<file path="src/hw/dapd_pkg.sv">
// package: constants and carriers for the dual converter power-down control
package dapd_pkg;
	localparam int unsigned SAMPLE_W        = 14;
	localparam int unsigned CLK_PERIOD_NS   = 10;
	localparam int unsigned OUT_DELAY_NS    = 10;
	localparam int unsigned OUT_DELAY_CYC   = (OUT_DELAY_NS + CLK_PERIOD_NS - 1) / CLK_PERIOD_NS;
	localparam int unsigned WAKE_TIME_MS    = 10;
	localparam int unsigned WAKE_TIME_CYC   = WAKE_TIME_MS * 1000000 / CLK_PERIOD_NS;
	localparam logic [3:0]  OUT_CNT_RESET   = 4'h0;
	localparam logic [31:0] WAKE_CNT_RESET  = 32'h0;
	// synchroniser values after reset: bit 0 sleep request, bit 1 grounded setpoint
	localparam logic [1:0]  SYNC_RESET      = 2'h1;

	typedef enum logic [1:0] {
		DAPD_ACTIVE,
		DAPD_ENTER,
		DAPD_ASLEEP,
		DAPD_LEAVE
	} dapd_state_t;

	typedef struct packed {
		logic [SAMPLE_W-1:0] sample_bus_first;
		logic [SAMPLE_W-1:0] sample_bus_second;
		logic                over_range_flag_first;
		logic                over_range_flag_second;
		logic                sample_valid_strobe;
	} dapd_out_t;
endpackage

</file>
<file path="src/hw/dapd_ctrl.sv">
// module: power-mode control and output release of the dual converter
`timescale 1ns/1ns

// Overview of operation
// - a low sleep request selects normal conversion and a high one selects the low-power state.
// - in the low-power state the converter core is switched off and no conversions are produced.
// - in the low-power state the parallel output bus is released so other devices can use it.
// - in the low-power state all sample bits of both channels and both over-range flags float.
// - in the low-power state the sample valid strobe floats.
// - in the low-power state both sampling clock inputs present high impedance.
// - a grounded reference setpoint input disables the internal reference.
// - outputs float 10 ns after the sleep request rises and drive again 10 ns after it falls; with the pin synchroniser the code takes 3 to 4 clock cycles for each.
module dapd_ctrl #(
	parameter int unsigned WAKE_CYC = dapd_pkg::WAKE_TIME_CYC
) (
	// clock and reset
	input  wire logic                clk_i,
	input  wire logic                nrst_i,
	// pins
	input  wire logic                sleep_request_i,
	input  wire logic                reference_setpoint_grounded_i,
	// converter core side
	input  wire dapd_pkg::dapd_out_t core_data_i,
	output logic                     core_enable_o,
	output logic                     internal_ref_enable_o,
	output logic                     clock_input_enable_o,
	output logic                     wake_settled_o,
	// output pins
	output dapd_pkg::dapd_out_t      pin_data_o,
	output logic                     pin_data_oe_o
);
	import dapd_pkg::*;

	// positions inside the pin synchroniser bank
	localparam int unsigned SYNC_SLEEP = 0;
	localparam int unsigned SYNC_REF   = 1;
	localparam int unsigned SYNC_N     = 2;

	logic [SYNC_N-1:0]   pin_raw;
	wire  [SYNC_N-1:0]   pin_sync;
	logic                sleep_sync;
	logic                ref_sync;
	dapd_state_t         state_q;
	dapd_state_t         state_d;
	logic [3:0]          out_cnt_q;
	logic [31:0]         wake_cnt_q;
	logic                wake_done;
	logic [SAMPLE_W-1:0] sample_first_q;
	logic [SAMPLE_W-1:0] sample_second_q;
	logic                over_first_q;
	logic                over_second_q;
	logic                strobe_q;

	// true while the output drivers are being switched on or off
	function automatic logic in_transition(input dapd_state_t s);
		return (s == DAPD_ENTER) || (s == DAPD_LEAVE);
	endfunction

	// true while the output drivers own the shared bus
	function automatic logic drives_bus(input dapd_state_t s);
		return (s == DAPD_ACTIVE) || (s == DAPD_ENTER);
	endfunction

	// true once the release or re-drive delay has run out
	function automatic logic delay_done(input logic [3:0] cnt);
		return cnt >= 4'(OUT_DELAY_CYC - 1);
	endfunction

	assign pin_raw = {reference_setpoint_grounded_i, sleep_request_i};

	// pins come from outside the clock domain; only the second flop is read
	for (genvar i = 0; i < SYNC_N; i++) begin : g_sync
		logic meta_q;
		logic sync_q;

		always_ff @(posedge clk_i or negedge nrst_i) begin
			if (!nrst_i) begin
				meta_q <= SYNC_RESET[i];
				sync_q <= SYNC_RESET[i];
			end else begin
				meta_q <= pin_raw[i];
				sync_q <= meta_q;
			end
		end

		assign pin_sync[i] = sync_q;
	end

	assign sleep_sync = pin_sync[SYNC_SLEEP];
	assign ref_sync   = pin_sync[SYNC_REF];

	// level-sensitive mode selection with the output release delay
	always_comb begin
		state_d = state_q;
		unique case (state_q)
			DAPD_ACTIVE: begin
				if (sleep_sync) begin
					state_d = DAPD_ENTER;
				end
			end
			DAPD_ENTER: begin
				// a wake request before the release completes keeps the bus driven
				if (!sleep_sync) begin
					state_d = DAPD_ACTIVE;
				end else if (delay_done(out_cnt_q)) begin
					state_d = DAPD_ASLEEP;
				end
			end
			DAPD_ASLEEP: begin
				if (!sleep_sync) begin
					state_d = DAPD_LEAVE;
				end
			end
			DAPD_LEAVE: begin
				if (sleep_sync) begin
					state_d = DAPD_ASLEEP;
				end else if (delay_done(out_cnt_q)) begin
					state_d = DAPD_ACTIVE;
				end
			end
		endcase
	end

	// reset leaves the bus released until the pin is seen low
	always_ff @(posedge clk_i or negedge nrst_i) begin
		if (!nrst_i) begin
			state_q <= DAPD_ASLEEP;
		end else begin
			state_q <= state_d;
		end
	end

	// counts the cycles spent switching the output drivers
	always_ff @(posedge clk_i or negedge nrst_i) begin
		if (!nrst_i) begin
			out_cnt_q <= OUT_CNT_RESET;
		end else if (state_q != state_d) begin
			out_cnt_q <= OUT_CNT_RESET;
		end else if (in_transition(state_q)) begin
			out_cnt_q <= out_cnt_q + 4'h1;
		end
	end

	// settling indication only; the host still owns its own delay
	always_ff @(posedge clk_i or negedge nrst_i) begin
		if (!nrst_i) begin
			wake_cnt_q <= WAKE_CNT_RESET;
		end else if (sleep_sync) begin
			wake_cnt_q <= WAKE_CNT_RESET;
		end else if (!wake_done) begin
			wake_cnt_q <= wake_cnt_q + 32'h1;
		end
	end

	assign wake_done = wake_cnt_q >= 32'(WAKE_CYC);

	// sample registers are cleared while asleep so no stale conversion leaks out
	always_ff @(posedge clk_i or negedge nrst_i) begin
		if (!nrst_i) begin
			sample_first_q <= '0;
		end else if (sleep_sync) begin
			sample_first_q <= '0;
		end else begin
			sample_first_q <= core_data_i.sample_bus_first;
		end
	end

	always_ff @(posedge clk_i or negedge nrst_i) begin
		if (!nrst_i) begin
			sample_second_q <= '0;
		end else if (sleep_sync) begin
			sample_second_q <= '0;
		end else begin
			sample_second_q <= core_data_i.sample_bus_second;
		end
	end

	always_ff @(posedge clk_i or negedge nrst_i) begin
		if (!nrst_i) begin
			over_first_q <= 1'b0;
		end else if (sleep_sync) begin
			over_first_q <= 1'b0;
		end else begin
			over_first_q <= core_data_i.over_range_flag_first;
		end
	end

	always_ff @(posedge clk_i or negedge nrst_i) begin
		if (!nrst_i) begin
			over_second_q <= 1'b0;
		end else if (sleep_sync) begin
			over_second_q <= 1'b0;
		end else begin
			over_second_q <= core_data_i.over_range_flag_second;
		end
	end

	// a strobe held low while asleep cannot fake a fresh sample on wake-up
	always_ff @(posedge clk_i or negedge nrst_i) begin
		if (!nrst_i) begin
			strobe_q <= 1'b0;
		end else if (sleep_sync) begin
			strobe_q <= 1'b0;
		end else begin
			strobe_q <= core_data_i.sample_valid_strobe;
		end
	end

	// core runs only in normal mode
	assign core_enable_o         = !sleep_sync;
	assign clock_input_enable_o  = !sleep_sync;
	// grounded setpoint means the reference nodes are driven from outside
	assign internal_ref_enable_o = !sleep_sync && !ref_sync;
	// unbuffered reference settling is board dependent, so no settled flag there
	assign wake_settled_o        = !sleep_sync && !ref_sync && wake_done;

	assign pin_data_o.sample_bus_first       = sample_first_q;
	assign pin_data_o.sample_bus_second      = sample_second_q;
	assign pin_data_o.over_range_flag_first  = over_first_q;
	assign pin_data_o.over_range_flag_second = over_second_q;
	assign pin_data_o.sample_valid_strobe    = strobe_q;

	// one enable covers samples, flags and strobe
	assign pin_data_oe_o         = drives_bus(state_q);
endmodule // dapd_ctrl

</file>
<file path="config.mk">
export PLATFORM = sky130hd
export DESIGN_NAME = dapd_ctrl
export DESIGN_NICKNAME = d
export VERILOG_FILES = /design/src/hw/dapd_pkg.sv /design/src/hw/dapd_ctrl.sv
export SDC_FILE = /design/constraint.sdc
export NUM_CORES = 1
export LEC_CHECK = 0
export BUFFER_PORTS_ARGS = -buffer_cell sky130_fd_sc_hd__buf_2
export CORE_MARGIN = 1.5
export CORE_UTILIZATION = 53
export CTS_CLUSTER_DIAMETER = 80
export DETAILED_ROUTE_END_ITERATION = 8
export PLACE_DENSITY = 0.89
export SKIP_LAST_GASP = 1
export SLEW_MARGIN = 0
export SYNTH_ARGS = -nofsm -noshare
export SYNTH_HDL_FRONTEND = slang
export SYNTH_SLANG_ARGS = --single-unit
</file>
<file path="constraint.sdc">
create_clock -name clk_i -period 2.4 [get_ports clk_i]
set_input_delay 0 -clock clk_i [delete_from_list [all_inputs] [get_ports clk_i]]
set_output_delay 0 -clock clk_i [all_outputs]
set_load 0.005 [all_outputs]
</file>
[Word level (Yosys, flattened, before mapping)]
Cells that the tools add are included.
Storage, ports and cells
  flip-flop bits (word level): 73
Operators by class
  add/sub/neg operators: 2
  order comparisons: 2
  equal/unequal tests: 5
  multiplexer cells: 16
  reductions and logical operators: 8
Operator list (number)
  2-to-1 mux 32 bit: 2
  adder 32 x 1 -> 32 bit (second input constant): 1
  greater-or-equal comparator 32 x 20 -> 1 bit (second input constant): 1
  2-to-1 mux 14 bit: 2
  2-to-1 mux 2 bit: 6
  2-to-1 mux 4 bit: 2
  one-hot mux 2 bit (4 select lines): 1
  adder 4 x 1 -> 4 bit (second input constant): 1
  == test 2 bit (second input constant): 2
  greater-or-equal comparator 4 x 1 -> 1 bit (second input constant): 1
  2-to-1 mux 1 bit: 3
  == test 2 x 1 -> 1 bit (second input constant): 1
  logical AND 1 bit: 2
  logical NOT 1 bit: 2
  logical NOT 2 bit: 1
  logical OR 1 bit: 2
  != test 2 x 1 -> 1 bit (second input constant): 1
  != test 2 bit: 1
  nonzero test 2 bit: 1

[Logic depth before layout (Yosys ltp)]
  depth in word-level cells: 6
  depth in mapped cells: 5
  depth with buffers taken out: 5

[Least setup slack after synthesis]
OpenSTA, ideal clock, no wires.
  kind: reg-to-reg
  start: register wake_cnt_q[23]
  end: register wake_cnt_q[17]
  data arrival time: 1.665 ns
  path slack: 0.607 ns
  cell stages (with the launch flop): 6
  path buffers: 1
  period minus slack after synthesis: 1.793 ns
  path through: dfrtp_1 > nor4_4 > nand3_4 > buf_6 > nor4_2 > mux2_1
Between the ends
  longest elaborated chain between the ends: 2
RTL lines
  from (decl): RTL line dapd_ctrl.sv:46  | logic [31:0] wake_cnt_q;
  from (signal assigned): RTL line dapd_ctrl.sv:151  | wake_cnt_q <= wake_cnt_q + 32'h1;
  greater-or-equal comparator 32 x 20 -> 1 bit: RTL line dapd_ctrl.sv:155  | assign wake_done = wake_cnt_q >= 32'(WAKE_CYC);
  != test 2 x 1 -> 1 bit (no source line)
No other way between the ends.
A chain may end at the register's enable or synchronous reset.

[Final worst setup path]
  start: register wake_cnt_q[23]
  end: output port wake_settled_o
Between the ends
  longest elaborated chain between the ends: 2
RTL lines
  greater-or-equal comparator 32 x 20 -> 1 bit: RTL line dapd_ctrl.sv:155
  logical AND 1 bit: RTL line dapd_ctrl.sv:215  | assign wake_settled_o = !sleep_sync && !ref_sync && wake_done;
  to (decl): RTL line dapd_ctrl.sv:27  | output logic wake_settled_o,
No other way between the ends.

==> results_dict.tcl <==
set metrics [dict create \
    gp_congestion 0.807 \
    grt_usage_pct 28.1 \
    synth_top_cell_by_area "dfrtp_1" \
    syn_inst 250 \
    first_pass_iters 4 \
    vias_per_cell 5.47 \
    crit_buf_inv 1 \
    period_share_pct 84.4 \
    yosysTopAreaCellShare_pct 55.6 \
    pre_cts_slack_ns 0.512 \
    crit_path_start_kind "register" \
    ys_seq_elements 69 \
    yosysSeqAreaShare_pct 58.3 \
    die_h_um 77.8 \
    route.detailed.drc 0 \
    cp_top_family "simple AND/OR/NAND/NOR gates" \
    synth_area_per_cell_sq_um 11.9 \
    port_buffers 70 \
    final_cell_mix "buf_2, dfrtp_1, nor2b_1" \
    drv_cap 0 \
    die-area_sq_mm 0.00606 \
    endpoint_kind "output port" \
    hold_viol 0 \
    wl_per_cell_um 18.0 \
    grt_pass1_vias 2542 \
    p_per_area_mw_per_mm2 639 \
    drive_above_1_share_pct 29.3 \
    yosys_most_used_dff "dfrtp_1" \
    syn_area_sq_mm 0.00297 \
    fin_skew_ns 0.00631 \
    num_rows 27 \
    multi_input_area_sq_mm 0.00112 \
    cp.arrival_ns 2.03 \
    grt_pass1_wl_um 12700 \
    vdd_drop_max_v 0.000449 \
    tritoncts "done" \
    wirelength_um 7690 \
    ys_types 40 \
    cts.clk_slew.worst_paths_ns 0.07 \
    worstPathCellList "nor4_4 -> nand3_4 -> nor2_4 -> nor3_1 -> buf_2" \
    synth-edff-count 0 \
    gr-total-overflow 0 \
    fillers 327 \
    cts_buffers 9 \
    slew_headroom_pct 46.6 \
    fmax_ghz 0.494 \
    path_max_fanout 15 \
    drtIter0Drc 115 \
    syn2layout_area_growth_pct 31.5 \
    hpwl_um 3720 \
    n_antenna_cell 0 \
    cts_sinks 69 \
    worst_slack_ns 0.374 \
    antenna_found_initial 0 \
    cp_slowest_cell "nor4_4" \
    nets 389 \
    regArea_sq_mm 0.00173 \
    core-area_sq_mm 0.00544 \
    slew_viol_final 0 \
    final-setup-viol-count 0 \
    setup_tns_ns 0 \
    synth-async-reset-ratio_pct 100 \
    hold_path.class "input port to async pin" \
    rsz0062_at_grt "false" \
    criticalPathCategory "register to output port" \
    num_vias 2334 \
    yosysWarnings 0 \
    synth_fp_nets 287 \
    layout_min_cycle_time_ns 2.03 \
    layout_commonest_cell "buf_2" \
    cts_root_buf "clkbuf_8" \
    grt_max_degree 37 \
    ios 71 \
    clk_latency_ns 0.33 \
    htreeDepth 3 \
    leakage_nw 1.90 \
    status "complete, no violations" \
    cts_setup_buffers 0 \
    die_w_um 77.8 \
    synthTopCellsByArea "dfrtp_1, nor2b_1, mux2_1, dfstp_2, nor4_4" \
    ant_nets 0 \
    worst_pin_slew_ns 0.801 \
    initial_core_util_pct 54.6 \
    clk_path_buf_depth 2 \
    cpPeakStageDelay_ns 0.44 \
    crit_required_ns 2.40 \
]
[cells by family (layout without fill, tap and decap cells)]
logic type | after synthesis | count (layout) | synth area share (%)
adder cells (fa/ha/maj) | 2 | 2 | 0.843
XOR/XNOR | 1 | 1 | 0.295
AND/OR/NAND/NOR | 124 | 124 | 27.5
AO/OA/AOI/OAI | 17 | 17 | 4.13
multiplexers | 13 | 13 | 4.89
buffers and inverters | 24 | 129 | 4.05
flip-flops | 69 | 69 | 58.3
[power by group]
| group | internal (mW) | leakage, nW | switching [mW] |
|---|---|---|---|
| clock network | 0.570 | 0.101 | 0.424 |
| registers | 1.22 | 0.912 | 0.0403 |
| logic | 0.119 | 0.886 | 0.120 |
[per-stage QoR]
step | utilization, % | power (mW) | area (sq um) | std cells | hold WS [ns]
2_1_floorplan | - | 1.34 | 2970 | 250 | -0.296
3_3_place_gp | 61.8 | 1.44 | 3360 | 379 | 0.108
3_5_place_dp | 61.8 | 1.45 | 3360 | 379 | 0.106
4_1_cts | 71.8 | 2.47 | 3900 | 427 | 0.292
5_1_grt | 71.8 | 2.59 | 3900 | 427 | 0.339
6_report | 71.8 | 2.49 | 3900 | 427 | 0.305
[state kept, by name (all words and copies together) (netlist names), named ones only]
register and cells:
g_sync.meta_q 2, g_sync.sync_q 2, over_first_q 1, over_second_q 1, sample_first_q 14, sample_second_q 14
state_q 1, strobe_q 1, wake_cnt_q 32
[per-layer routing]
layer  share of wire (%)  GRT usage, %  vias up
met3                 8.4          8.59       25
met2                  49          44.9      116
met5                   0             0        -
met1                  39          34.5     1140
li1                    -             -     1053
met4                 3.2          14.0        0
[layout make-up]
type                       instances  area share (%)
clock inverter                     5            1.99
clock buffer                       9            3.17
sequential                        69            44.3
inverter                           6           0.577
tap                               72            2.31
multi-input combinational        157            28.7
timing repair buffer             109            19.0
[cells in the mapped netlist, types with 2 or more instances]
cell type,number
mux2_1,12
nand3_1,5
nor3b_1,5
buf_2,3
buf_1,2
nor2b_1,49
a21oi_1,4
o21a_1,3
nand4_1,7
inv_1,6
buf_4,5
or4_1,3
nor4_2,4
dfrtp_1,66
o21ai_0,2
nor2_1,16
nand2_1,9
clkbuf_1,7
dfstp_2,3
nor3_1,7
and3_1,2
nor4_1,3
and2_1,3
o31ai_1,3
ha_1,2
and4_1,3
nor4_4,3
[final timing paths]
path / cells after the start / slack, ns / to / start
min: 2 / 0.31 / sample_first_q[5] / nrst_i
min reg2reg: 0 / 0.36 / g_sync[0].sync_q / g_sync[0].meta_q
max: 5 / 0.37 / wake_settled_o / wake_cnt_q[23]
min in group clk_i: 2 / 0.34 / g_sync[1].meta_q / reference_setpoint_grounded_i
max in group asynchronous: 3 / 1.45 / wake_cnt_q[19] / nrst_i
max reg2reg: 4 / 0.44 / wake_cnt_q[0] / wake_cnt_q[23]
[what timing repair did]
action / in CTS / in global routing
hold buffers: 34 / 0
hold endpoints to repair: 65 / 0
gates resized for setup: 0 / 0
[worst reg2reg max path, stage by stage (launching register included)]
cell and delay (ns):
dfrtp_1 0.42, nor4_4 0.44, nand3_4 0.27, nor2_4 0.33, mux2_1 0.39
Power figures use the tool's default switching activity.
